## src/acg_regs.svh

```systemverilog
// register map, field positions and counts of the audio clock generator
// Operation
// - ws period: 64 bit clocks, or 32
// - master to bit divide: 4, 2, 1, 8
// - cleaner reference: vco/8, /4, /2, oscillator
// - nonzero cleaning mode cleans clock before use
// - role bit drives bit clock, word select
// - nonzero cts and n synthesize audio clock
// - loop filter feedback divided by 2^shift
// - status bits 5:3 show cleaner input fill
// - status bits 2:0 show cleaner output fill
`ifndef ACG_REGS_SVH
`define ACG_REGS_SVH

`define ACG_IDX_CTRL      8'h30
`define ACG_IDX_CTS0      8'h31
`define ACG_IDX_CTS1      8'h32
`define ACG_IDX_CTS2      8'h33
`define ACG_IDX_N0        8'h34
`define ACG_IDX_N1        8'h35
`define ACG_IDX_N2_LOOP_FILTER_SHIFT  8'h36
`define ACG_IDX_STATUS    8'h37
`define ACG_ADDR_OF(idx)  ({22'h000000, (idx), 2'b00})

`define ACG_RST_BYTE      8'h00
`define ACG_CTRL_WS_RATIO 7
`define ACG_CTRL_MCLK_HI  6
`define ACG_CTRL_MCLK_LO  5
`define ACG_CTRL_REF_HI   4
`define ACG_CTRL_REF_LO   3
`define ACG_CTRL_CLEAN_HI 2
`define ACG_CTRL_CLEAN_LO 1
`define ACG_CTRL_ROLE     0
`define ACG_LOOP_FILTER_SHIFT_HI      7
`define ACG_LOOP_FILTER_SHIFT_LO      4
`define ACG_NHI_HI        3
`define ACG_NHI_LO        0
`define ACG_STS_IN_HI     5
`define ACG_STS_IN_LO     3
`define ACG_STS_OUT_HI    2
`define ACG_STS_OUT_LO    0

`define ACG_HALF_WS64     6'h20
`define ACG_HALF_WS32     6'h10
`define ACG_FILL_MAX      3'h7

`endif

```

## src/acg_pkg.sv

```systemverilog
// types shared by the audio clock generator modules
package acg_pkg;
	typedef logic [2:0] acg_fill_type;
	typedef enum logic [1:0] {
		ACG_MCLK_DIV4 = 2'h0,
		ACG_MCLK_DIV2 = 2'h1,
		ACG_MCLK_DIV1 = 2'h2,
		ACG_MCLK_DIV8 = 2'h3
	} acg_mclk_ratio_type;
	typedef enum logic [1:0] {
		ACG_REF_VCO8 = 2'h0,
		ACG_REF_VCO4 = 2'h1,
		ACG_REF_VCO2 = 2'h2,
		ACG_REF_OSC  = 2'h3
	} acg_ref_sel_type;
	typedef enum logic [1:0] {
		ACG_CLEAN_OFF = 2'h0,
		ACG_CLEAN_R1  = 2'h1,
		ACG_CLEAN_R2  = 2'h2,
		ACG_CLEAN_R4  = 2'h3
	} acg_clean_mode_type;
endpackage

```

## src/acg_cleaner.sv

```systemverilog
// digital clock cleaner with input and output token fifos
`include "acg_regs.svh"
module acg_cleaner
	import acg_pkg::*;
(
	input  wire logic               i_sys_clk,
	input  wire logic               i_resetn,
	input  wire acg_clean_mode_type i_mode,
	input  wire logic               i_in_tick,
	input  wire logic               i_ref_tick,
	input  wire logic [3:0]         i_shift,
	output logic                    o_clean_tick,
	output acg_fill_type            o_in_fill,
	output acg_fill_type            o_out_fill
);
	logic [2:0]   ratio;
	logic         pop;
	logic         drain;
	logic [3:0]   out_sum;
	logic [15:0]  lf_cnt;
	logic [15:0]  next_lf_cnt;
	acg_fill_type next_in_fill;
	acg_fill_type next_out_fill;
	logic         next_clean_tick;

	always_comb begin
		unique case (i_mode)
			ACG_CLEAN_R1: ratio = 3'h1;
			ACG_CLEAN_R2: ratio = 3'h2;
			ACG_CLEAN_R4: ratio = 3'h4;
			ACG_CLEAN_OFF: ratio = 3'h0;
		endcase
		out_sum = {1'b0, o_out_fill} + {1'b0, ratio};
		// a token moves only if the whole burst fits, so none is half delivered
		pop = i_ref_tick && (o_in_fill != 3'h0) && (out_sum <= {1'b0, `ACG_FILL_MAX});
		// feedback pacing: one drain per 2^shift reference ticks
		drain = i_ref_tick && (o_out_fill != 3'h0) && (lf_cnt >= ((16'h1 << i_shift) - 16'h1));
		next_lf_cnt = lf_cnt;
		if (drain) begin
			next_lf_cnt = 16'h0;
		end else if (i_ref_tick && (lf_cnt != 16'hffff)) begin
			next_lf_cnt = lf_cnt + 16'h1;
		end
		next_in_fill = o_in_fill;
		// a tick arriving while full is dropped unless a pop frees a slot that cycle; the loop absorbs the slip
		if (i_in_tick && !pop && (o_in_fill != `ACG_FILL_MAX)) begin
			next_in_fill = o_in_fill + 3'h1;
		end else if (!i_in_tick && pop) begin
			next_in_fill = o_in_fill - 3'h1;
		end
		next_out_fill = o_out_fill;
		if (pop) begin
			next_out_fill = 3'((pop ? out_sum : {1'b0, o_out_fill}) - {3'h0, drain});
		end else if (drain) begin
			next_out_fill = o_out_fill - 3'h1;
		end
		next_clean_tick = drain;
		if (i_mode == ACG_CLEAN_OFF) begin
			next_in_fill = 3'h0;
			next_out_fill = 3'h0;
			next_lf_cnt = 16'h0;
			next_clean_tick = 1'b0;
		end
	end

	always_ff @(posedge i_sys_clk or negedge i_resetn) begin
		if (!i_resetn) begin
			lf_cnt <= 16'h0;
			o_in_fill <= 3'h0;
			o_out_fill <= 3'h0;
			o_clean_tick <= 1'b0;
		end else begin
			lf_cnt <= next_lf_cnt;
			o_in_fill <= next_in_fill;
			o_out_fill <= next_out_fill;
			o_clean_tick <= next_clean_tick;
		end
	end

	a_clean_off_empty : assert property (@(posedge i_sys_clk) disable iff (!i_resetn)
		i_mode == ACG_CLEAN_OFF |=> o_in_fill == 3'h0 && o_out_fill == 3'h0 && !o_clean_tick)
		else $error("cleaner not emptied while off");
	a_in_fill_step : assert property (@(posedge i_sys_clk) disable iff (!i_resetn)
		i_mode != ACG_CLEAN_OFF && $past(i_mode) != ACG_CLEAN_OFF && i_in_tick && !pop
		&& o_in_fill != `ACG_FILL_MAX |=> o_in_fill == $past(o_in_fill) + 3'h1)
		else $error("input fill did not follow a tick");
	a_drain_paced : assert property (@(posedge i_sys_clk) disable iff (!i_resetn)
		o_clean_tick && i_shift == 4'h3 && $past(i_shift) == 4'h3 |-> $past(lf_cnt) >= 16'h7)
		else $error("cleaned tick ahead of loop filter");
endmodule

```

## src/acg_audio_clock_gen.sv

```systemverilog
// audio clock generation and cleaning with an ahb-lite register slave
//
// The implementer's own choice: register access over AHB-Lite.
`include "acg_regs.svh"
module acg_audio_clock_gen
	import acg_pkg::*;
(
	input  wire logic        i_sys_clk,
	input  wire logic        i_resetn,
	input  wire logic        i_hsel,
	input  wire logic [31:0] i_haddr,
	input  wire logic [1:0]  i_htrans,
	input  wire logic        i_hwrite,
	input  wire logic [2:0]  i_hsize,
	input  wire logic [31:0] i_hwdata,
	input  wire logic        i_hready,
	input  wire logic        i_serial_link_vco_clock,
	input  wire logic        i_always_on_oscillator,
	input  wire logic        i_bit_clk,
	input  wire logic        i_word_select_pin,
	output logic [31:0]      o_hrdata,
	output logic             o_hreadyout,
	output logic             o_hresp,
	output logic             o_bit_clk,
	output logic             o_bit_clk_oe,
	output logic             o_word_select_pin,
	output logic             o_word_select_pin_oe,
	output logic             o_audio_mclk,
	output logic             o_word_select_rx
);
	function automatic logic addr_hit(input logic [31:0] a);
		logic [31:0] base;
		base = `ACG_ADDR_OF(`ACG_IDX_CTRL);
		return (a[31:5] == base[31:5]) && (a[1:0] == 2'h0);
	endfunction
	function automatic logic [7:0] addr_index(input logic [31:0] a);
		return `ACG_IDX_CTRL + {5'h00, a[4:2]};
	endfunction
	// register file and bus slave
	logic [7:0]   audio_clock_control;
	logic [23:0]  audio_cts;
	logic [19:0]  audio_n;
	logic [3:0]   loop_filter_shift_value;
	logic         wr_pend;
	logic [7:0]   wr_index;
	logic [7:0]   next_audio_clock_control;
	logic [23:0]  next_audio_cts;
	logic [19:0]  next_audio_n;
	logic [3:0]   next_loop_filter_shift_value;
	logic         next_wr_pend;
	logic [7:0]   next_wr_index;
	logic [31:0]  next_hrdata;
	logic         take;
	logic [7:0]   rd_index;
	logic [7:0]   wbyte;
	acg_fill_type cleaner_in_fill;
	acg_fill_type cleaner_out_fill;
	always_comb begin
		take = i_hsel && i_hready && i_htrans[1];
		rd_index = addr_index(i_haddr);
		wbyte = i_hwdata[7:0];
		next_audio_clock_control = audio_clock_control;
		next_audio_cts = audio_cts;
		next_audio_n = audio_n;
		next_loop_filter_shift_value = loop_filter_shift_value;
		next_wr_pend = take && i_hwrite && addr_hit(i_haddr);
		next_wr_index = take ? rd_index : wr_index;
		next_hrdata = o_hrdata;
		if (wr_pend) begin
			unique case (wr_index)
				`ACG_IDX_CTRL: next_audio_clock_control = wbyte;
				`ACG_IDX_CTS0: next_audio_cts[7:0] = wbyte;
				`ACG_IDX_CTS1: next_audio_cts[15:8] = wbyte;
				`ACG_IDX_CTS2: next_audio_cts[23:16] = wbyte;
				`ACG_IDX_N0: next_audio_n[7:0] = wbyte;
				`ACG_IDX_N1: next_audio_n[15:8] = wbyte;
				`ACG_IDX_N2_LOOP_FILTER_SHIFT: begin
					next_audio_n[19:16] = wbyte[`ACG_NHI_HI:`ACG_NHI_LO];
					next_loop_filter_shift_value = wbyte[`ACG_LOOP_FILTER_SHIFT_HI:`ACG_LOOP_FILTER_SHIFT_LO];
				end
				default: begin
				end
			endcase
		end
		if (take && !i_hwrite) begin
			next_hrdata = 32'h0;
			if (addr_hit(i_haddr)) begin
				unique case (rd_index)
					`ACG_IDX_CTRL: next_hrdata[7:0] = audio_clock_control;
					`ACG_IDX_CTS0: next_hrdata[7:0] = audio_cts[7:0];
					`ACG_IDX_CTS1: next_hrdata[7:0] = audio_cts[15:8];
					`ACG_IDX_CTS2: next_hrdata[7:0] = audio_cts[23:16];
					`ACG_IDX_N0: next_hrdata[7:0] = audio_n[7:0];
					`ACG_IDX_N1: next_hrdata[7:0] = audio_n[15:8];
					`ACG_IDX_N2_LOOP_FILTER_SHIFT: next_hrdata[7:0] = {loop_filter_shift_value, audio_n[19:16]};
					// live levels, nothing is cleared by the read
					`ACG_IDX_STATUS: next_hrdata[7:0] = {2'h0, cleaner_in_fill, cleaner_out_fill};
					default: next_hrdata = 32'h0;
				endcase
			end
		end
	end
	always_ff @(posedge i_sys_clk or negedge i_resetn) begin
		if (!i_resetn) begin
			audio_clock_control <= `ACG_RST_BYTE;
			audio_cts <= 24'h0;
			audio_n <= 20'h0;
			loop_filter_shift_value <= 4'h0;
			wr_pend <= 1'b0;
			wr_index <= 8'h0;
			o_hrdata <= 32'h0;
			o_hreadyout <= 1'b0;
			o_hresp <= 1'b0;
		end else begin
			audio_clock_control <= next_audio_clock_control;
			audio_cts <= next_audio_cts;
			audio_n <= next_audio_n;
			loop_filter_shift_value <= next_loop_filter_shift_value;
			wr_pend <= next_wr_pend;
			wr_index <= next_wr_index;
			o_hrdata <= next_hrdata;
			o_hreadyout <= 1'b1;
			o_hresp <= 1'b0;
		end
	end
	// control fields
	logic               bitclk_per_word_sel;
	acg_mclk_ratio_type mclk_ratio;
	acg_ref_sel_type    ref_sel;
	acg_clean_mode_type clean_mode;
	logic               drive_role;
	assign bitclk_per_word_sel = audio_clock_control[`ACG_CTRL_WS_RATIO];
	assign mclk_ratio = acg_mclk_ratio_type'(audio_clock_control[`ACG_CTRL_MCLK_HI:`ACG_CTRL_MCLK_LO]);
	assign ref_sel = acg_ref_sel_type'(audio_clock_control[`ACG_CTRL_REF_HI:`ACG_CTRL_REF_LO]);
	assign clean_mode = acg_clean_mode_type'(audio_clock_control[`ACG_CTRL_CLEAN_HI:`ACG_CTRL_CLEAN_LO]);
	assign drive_role = audio_clock_control[`ACG_CTRL_ROLE];
	// pin synchronisers: vco, oscillator, bit clock, word select
	logic [3:0] sync1;
	logic [3:0] sync2;
	logic [3:0] sync3;
	logic [3:0] pin_level;
	logic [3:0] pin_rise;
	logic [3:0] next_pin_level;
	logic [3:0] next_pin_rise;
	always_comb begin
		for (int i = 0; i < 4; i++) begin
			// a change counts only once the two later stages agree
			next_pin_level[i] = (sync2[i] == sync3[i]) ? sync3[i] : pin_level[i];
			next_pin_rise[i] = next_pin_level[i] && !pin_level[i];
		end
	end

	always_ff @(posedge i_sys_clk or negedge i_resetn) begin
		if (!i_resetn) begin
			sync1 <= 4'h0;
			sync2 <= 4'h0;
			sync3 <= 4'h0;
			pin_level <= 4'h0;
			pin_rise <= 4'h0;
		end else begin
			sync1 <= {i_word_select_pin, i_bit_clk, i_always_on_oscillator,
				i_serial_link_vco_clock};
			sync2 <= sync1;
			sync3 <= sync2;
			pin_level <= next_pin_level;
			pin_rise <= next_pin_rise;
		end
	end
	// cleaner reference divider and n/cts synthesis
	logic [2:0]  vco_cnt;
	logic        ref_tick;
	logic [24:0] synth_acc;
	logic        synth_tick;
	logic [2:0]  next_vco_cnt;
	logic        next_ref_tick;
	logic [24:0] next_synth_acc;
	logic [24:0] synth_sum;
	logic        next_synth_tick;
	always_comb begin
		next_vco_cnt = pin_rise[0] ? vco_cnt + 3'h1 : vco_cnt;
		unique case (ref_sel)
			ACG_REF_VCO8: next_ref_tick = pin_rise[0] && (vco_cnt[2:0] == 3'h7);
			ACG_REF_VCO4: next_ref_tick = pin_rise[0] && (vco_cnt[1:0] == 2'h3);
			ACG_REF_VCO2: next_ref_tick = pin_rise[0] && vco_cnt[0];
			ACG_REF_OSC: next_ref_tick = pin_rise[1];
		endcase
		// fractional divide: one tick per cts/n system cycles on average
		synth_sum = synth_acc + {5'h00, audio_n};
		next_synth_tick = 1'b0;
		next_synth_acc = 25'h0;
		if (audio_cts != 24'h0 && audio_n != 20'h0) begin
			if (synth_sum >= {1'b0, audio_cts}) begin
				next_synth_acc = synth_sum - {1'b0, audio_cts};
				next_synth_tick = 1'b1;
			end else begin
				next_synth_acc = synth_sum;
			end
		end
	end

	always_ff @(posedge i_sys_clk or negedge i_resetn) begin
		if (!i_resetn) begin
			vco_cnt <= 3'h0;
			ref_tick <= 1'b0;
			synth_acc <= 25'h0;
			synth_tick <= 1'b0;
		end else begin
			vco_cnt <= next_vco_cnt;
			ref_tick <= next_ref_tick;
			synth_acc <= next_synth_acc;
			synth_tick <= next_synth_tick;
		end
	end
	logic clean_in_tick;
	logic clean_tick;

	// incoming bit clock is cleaned when received, synthesized clock when driving
	assign clean_in_tick = drive_role ? synth_tick : pin_rise[2];
	acg_cleaner u_cleaner (
		.i_sys_clk    (i_sys_clk),
		.i_resetn     (i_resetn),
		.i_mode       (clean_mode),
		.i_in_tick    (clean_in_tick),
		.i_ref_tick   (ref_tick),
		.i_shift      (loop_filter_shift_value),
		.o_clean_tick (clean_tick),
		.o_in_fill    (cleaner_in_fill),
		.o_out_fill   (cleaner_out_fill)
	);
	// clock generation: master clock edges, bit clock, word select
	logic       mclk_tick;
	logic [2:0] div_cnt;
	logic [2:0] div_last;
	logic [5:0] bit_cnt;
	logic [5:0] half_ws;
	logic [2:0] next_div_cnt;
	logic [5:0] next_bit_cnt;
	logic       next_bit_clk;
	logic       next_ws;
	logic       next_mclk;
	always_comb begin
		mclk_tick = (clean_mode != ACG_CLEAN_OFF) ? clean_tick : (drive_role && synth_tick);
		unique case (mclk_ratio)
			ACG_MCLK_DIV4: div_last = 3'h3;
			ACG_MCLK_DIV2: div_last = 3'h1;
			ACG_MCLK_DIV1: div_last = 3'h0;
			ACG_MCLK_DIV8: div_last = 3'h7;
		endcase
		half_ws = bitclk_per_word_sel ? `ACG_HALF_WS32 : `ACG_HALF_WS64;
		next_mclk = mclk_tick ? !o_audio_mclk : o_audio_mclk;
		next_div_cnt = div_cnt;
		next_bit_cnt = bit_cnt;
		next_bit_clk = o_bit_clk;
		next_ws = o_word_select_pin;
		if (!drive_role) begin
			next_div_cnt = 3'h0;
			next_bit_cnt = 6'h0;
			next_bit_clk = 1'b0;
			next_ws = 1'b0;
		end else if (mclk_tick) begin
			if (div_cnt >= div_last) begin
				next_div_cnt = 3'h0;
				next_bit_clk = !o_bit_clk;
				// word select moves on the falling bit clock edge
				if (o_bit_clk) begin
					if (bit_cnt >= half_ws - 6'h1) begin
						next_bit_cnt = 6'h0;
						next_ws = !o_word_select_pin;
					end else begin
						next_bit_cnt = bit_cnt + 6'h1;
					end
				end
			end else begin
				next_div_cnt = div_cnt + 3'h1;
			end
		end
	end

	always_ff @(posedge i_sys_clk or negedge i_resetn) begin
		if (!i_resetn) begin
			div_cnt <= 3'h0;
			bit_cnt <= 6'h0;
			o_bit_clk <= 1'b0;
			o_word_select_pin <= 1'b0;
			o_bit_clk_oe <= 1'b0;
			o_word_select_pin_oe <= 1'b0;
			o_audio_mclk <= 1'b0;
			o_word_select_rx <= 1'b0;
		end else begin
			div_cnt <= next_div_cnt;
			bit_cnt <= next_bit_cnt;
			o_bit_clk <= next_bit_clk;
			o_word_select_pin <= next_ws;
			o_bit_clk_oe <= drive_role;
			o_word_select_pin_oe <= drive_role;
			o_audio_mclk <= next_mclk;
			o_word_select_rx <= pin_level[3];
		end
	end
	// helper: bit clock periods seen since the last word select change
	logic [6:0] chk_bits;
	always_ff @(posedge i_sys_clk or negedge i_resetn) begin
		if (!i_resetn) begin
			chk_bits <= 7'h0;
		end else if (next_audio_clock_control != audio_clock_control) begin
			chk_bits <= 7'h7f; // a half period begun under old settings is not judged
		end else if (o_word_select_pin != next_ws || !drive_role) begin
			chk_bits <= 7'h0;
		end else if (o_bit_clk && !next_bit_clk && chk_bits != 7'h7f) begin
			chk_bits <= chk_bits + 7'h1;
		end
	end
	a_ws_half_len : assert property (@(posedge i_sys_clk) disable iff (!i_resetn)
		drive_role && $stable(audio_clock_control) && o_word_select_pin != next_ws
		&& next_bit_cnt == 6'h0 && chk_bits != 7'h7f |-> chk_bits + 7'h1 == {1'b0, half_ws})
		else $error("word select half period wrong length");
	a_bclk_on_mclk : assert property (@(posedge i_sys_clk) disable iff (!i_resetn)
		$past(drive_role) && $changed(o_bit_clk) |-> $past(mclk_tick) && $past(div_cnt >= div_last))
		else $error("bit clock moved off the master clock divide");
	a_osc_ref : assert property (@(posedge i_sys_clk) disable iff (!i_resetn)
		ref_sel == ACG_REF_OSC && $stable(ref_sel) |-> ref_tick == $past(pin_rise[1]))
		else $error("oscillator reference not followed");
	a_mclk_bypass : assert property (@(posedge i_sys_clk) disable iff (!i_resetn)
		clean_mode == ACG_CLEAN_OFF && drive_role && synth_tick |=> $changed(o_audio_mclk))
		else $error("uncleaned master clock edge missing");
	a_pins_input : assert property (@(posedge i_sys_clk) disable iff (!i_resetn)
		!drive_role ##1 !drive_role |-> !o_bit_clk_oe && !o_word_select_pin_oe && !o_bit_clk)
		else $error("pins driven in receive role");
	a_synth_idle : assert property (@(posedge i_sys_clk) disable iff (!i_resetn)
		audio_cts == 24'h0 || audio_n == 20'h0 |=> !synth_tick)
		else $error("audio clock synthesized from zero value");
	a_status_read : assert property (@(posedge i_sys_clk) disable iff (!i_resetn)
		take && !i_hwrite && i_haddr == `ACG_ADDR_OF(`ACG_IDX_STATUS)
		|=> o_hrdata == {26'h0, $past(cleaner_in_fill), $past(cleaner_out_fill)})
		else $error("status read shows wrong fill levels");
	a_write_lands : assert property (@(posedge i_sys_clk) disable iff (!i_resetn)
		take && i_hwrite && i_haddr == `ACG_ADDR_OF(`ACG_IDX_N2_LOOP_FILTER_SHIFT)
		##1 1'b1 |=> loop_filter_shift_value == $past(i_hwdata[7:4]))
		else $error("loop filter shift not written");
endmodule

```

## config.mk

```make
export PLATFORM = sky130hd
export DESIGN_NAME = acg_audio_clock_gen
export DESIGN_NICKNAME = d
export VERILOG_FILES = /design/src/acg_pkg.sv /design/src/acg_cleaner.sv /design/src/acg_audio_clock_gen.sv
export VERILOG_INCLUDE_DIRS = /design/src
export SDC_FILE = /design/constraint.sdc
export NUM_CORES = 1
export LEC_CHECK = 0
export BUFFER_PORTS_ARGS = -buffer_cell sky130_fd_sc_hd__buf_4
export CAP_MARGIN = 30
export CORE_MARGIN = 2
export CORE_UTILIZATION = 47
export CTS_BUF_LIST = sky130_fd_sc_hd__clkbuf_16
export DETAILED_ROUTE_END_ITERATION = 10
export PLACE_DENSITY = 0.71
export SETUP_SLACK_MARGIN = 0.3
export SKIP_LAST_GASP = 1
export SYNTH_ARGS = -nofsm -noshare
export SYNTH_HDL_FRONTEND = slang
export SYNTH_SLANG_ARGS = --single-unit
```

## constraint.sdc

```tcl
create_clock -name i_sys_clk -period 5.5 [get_ports i_sys_clk]
set_clock_uncertainty 0.05 [all_clocks]
set_input_delay 0 -clock i_sys_clk [delete_from_list [all_inputs] [get_ports i_sys_clk]]
set_output_delay 0 -clock i_sys_clk [all_outputs]
set_load 0.03 [all_outputs]
```

==> impl_metrics.tcl <==
set metrics [dict create \
    r2r-end "synth_acc[23]" \
    core-area_sq_mm 0.0218 \
    grt_pass1_wl_microns 42100 \
    n_antenna_cell 0 \
    cts_buffers 17 \
    worst_ep_arrival_time_ns 5.24 \
    ir_worst_vdd_mv 0.213 \
    synth_area_leaders "dfrtp_1 (38%), ha_1 (9.9%), mux2_2 (4.2%)" \
    clkPwrFrac 0.319 \
    cap_violations 0 \
    die_w_microns 153 \
    hpwlAfterDp_microns 19100 \
    drtIter0Drc 634 \
    netlist_area_sq_mm 0.0104 \
    cp_slowest_cell "dfrtp_1" \
    dr.pass1.iters 7 \
    insertion_delay_ns 0.44 \
    fin_nets 1340 \
    die_h_microns 153 \
    min_path_type "in2reg" \
    vias 8469 \
    ys_types 85 \
    die_area_sq_mm 0.0233 \
    rows 54 \
    grt_pass1_vias 8149 \
    path_max_fanout 8 \
    initial_utilization 0.477 \
    synth_cells 1095 \
    relSlewSlack 0.319 \
    leakage_nw 5.62 \
    worst-setup-path-type "reg2reg" \
    total_power_mw 3.80 \
    wl_per_cell_microns 18.1 \
    yosysMostFrequentCell "dfrtp_1" \
    p_sw_frac 0.349 \
    outcome "completed" \
    ant_nets 0 \
    cts_max_path_buffers 2 \
    fmax_mhz 202 \
    synth_ff_type "dfrtp_1" \
    hold_viol_final 0 \
    gp_congestion 0.956 \
    synth-seq-cells 156 \
    htree_levels 4 \
    synth_edf_count 0 \
    r2r_slack_ns 0.55 \
    antenna_found_initial 0 \
    holdPathEnd "wr_index[0]" \
    switchingPower_mw 1.33 \
    seqPwrFrac 0.353 \
    path_cells "ha_1 -> a211oi_1 -> o21ai_1 -> a21oi_2 -> o21ai_0 -> o21a_1 -> nor2_1 -> xnor2_1 -> ha_1 -> o21a_1 -> o211a_1 -> a221o_1 -> a311oi_2 -> nor2_2 -> a211oi_4 -> mux2_4 -> or3_1 -> a21bo_1" \
    final-setup-viol-count 0 \
    routed_wl_microns 26500 \
    worst_slew_pin_slew_ns 1.02 \
    cts_tree "done" \
    track_usage 0.224 \
    fin_setup_tns_ns 0 \
    grt_max_degree 92 \
    drcViolationCount 0 \
    viasPerCell 5.77 \
    layout.cells.non_filler 1469 \
    synth_common_cells "dfrtp_1 (156), nand2_1 (95), ha_1 (82)" \
    final.period_utilization 0.901 \
    numClockSinks 156 \
    hold_path.startpoint "i_hsel" \
    max_stage_delay_ns 0.47 \
    rr_worst_depth 18 \
    io_pins 118 \
    required_ns 5.78 \
    layout-drive-gt1-share 0.161 \
    yosys_warnings 0 \
    clk_pin_slew_ns 0.07 \
    hold_path_depth 3 \
    area_delta_synth_final_pct 15.0 \
    rsz0062_at_grt "true" \
    yosys.area.top_type "dfrtp_1" \
    power_frac_comb 0.327 \
    r2r_start "audio_n[1]" \
    start_kind "register" \
    synth_top_area_frac 0.376 \
    seq_area_frac_synth 0.376 \
    grt_overflow 0 \
    placed_cells 1409 \
    synthArstFlopShare 1.00 \
    p_int_mw 2.47 \
    drv_slew 0 \
    numPortBuffers 64 \
    final_core_util 0.549 \
    fin_crit_ns 4.95 \
    cts_root_buf "clkbuf_16" \
    syn_area_per_cell_sq_um 9.48 \
    end_kind "register" \
    power.density_mw_per_mm2 318 \
]
[placed cells by master, fill, tap and decap left out, drive strengths merged, types with 45 or more instances in the layout]
master    n
mux2     45
nor2     74
o21ai    86
dfrtp   156
a21oi    63
ha       82
buf      77
inv      67
nand2    95
[logic make-up after synthesis]
family | Yosys count | share of synthesized area
multiplexers | 65 | 0.0764
other | 2 | 0.000723
XOR/XNOR | 63 | 0.0531
AND/OR/NAND/NOR | 314 | 0.146
adder cells (fa/ha/maj) | 90 | 0.110
AO/OA/AOI/OAI | 283 | 0.179
buffers and inverters | 122 | 0.0587
flip-flops | 156 | 0.376
[final cells by class]
cell class              instances  area [sq um]
clock buffers                  17           425
clock inverters                15           175
fillers                      1930          9810
inverters                      59           221
multi-input cells             846          6100
flip-flops and latches        156          3900
well taps                     280           350
repair buffers                 96           772
[flip-flops by register name, summed over array words and instances (netlist names), 4 cells and up]
register                 flops
audio_clock_control          8
audio_cts                   24
audio_n                     20
bit_cnt                      6
loop_filter_shift_value      4
o_hrdata                     8
pin_level                    4
sync1                        4
sync2                        4
sync3                        4
synth_acc                   25
u_cleaner.lf_cnt            16
wr_index                     4
[per-layer routing]
| metal | vias to the layer above | routed length (microns) | GRT usage |
|---|---|---|---|
| met5 | - | 0 | 0 |
| met4 | 0 | 673 | 0.0807 |
| met3 | 47 | 1370 | 0.0347 |
| met2 | 278 | 12800 | 0.371 |
| met1 | 4057 | 11700 | 0.299 |
| li1 | 4087 | - | - |
[power groups by stage]
| stage | Sequential, mW | Clock, mW | Combinational (mW) |
|---|---|---|---|
| global route | 1.36 | 1.28 | 1.39 |
| finish | 1.34 | 1.21 | 1.24 |
| global placement | 1.36 | 0 | 1.17 |
| detailed placement | 1.36 | 0 | 1.19 |
| CTS | 1.34 | 1.23 | 1.21 |
| floorplan | 1.35 | 0 | 0.967 |
[critical path: cells and delay by family, from the launching register on]
family                   cells  cell delay (ns)
multiplexers                 1             0.29
AO/OA/AOI/OAI               11             2.76
adder cells (fa/ha/maj)      2             0.71
AND/OR/NAND/NOR              3             0.39
XOR/XNOR                     1             0.18
flip-flops                   1             0.47
[worst max path at each step]
stage	endpoint	start	slack, ns	cells past startpoint
3_3_place_gp	synth_acc[11]	audio_n[0]	0.40	20
6_report	synth_acc[23]	audio_n[1]	0.55	18
3_5_place_dp	synth_acc[11]	audio_n[0]	0.30	20
5_1_grt	synth_acc[23]	audio_n[1]	0.25	18
4_1_cts	synth_acc[23]	audio_n[0]	0.32	18
2_1_floorplan	synth_acc[17]	audio_n[0]	1.00	21
[stage by stage]
stage / area, sq um / hold WS (ns) / setup WS [ns]
after floorplan: 10500 / -0.346 / 1.00
after global placement: 11000 / 0.0595 / 0.401
after detailed placement: 11000 / 0.0608 / 0.295
after CTS: 11800 / 0.00297 / 0.317
after global routing: 11900 / 0.0441 / 0.251
final: 11900 / 0.0146 / 0.545
[what timing repair did]
item	in CTS	in global routing
gates resized for setup	1	16
buffers inserted	0	5
hold buffers	19	0
gates cloned	0	4
hold endpoints to repair	155	0
pin swaps	0	9
setup endpoints to repair	2	25
Note: power is estimated with default switching activity, not from simulation.
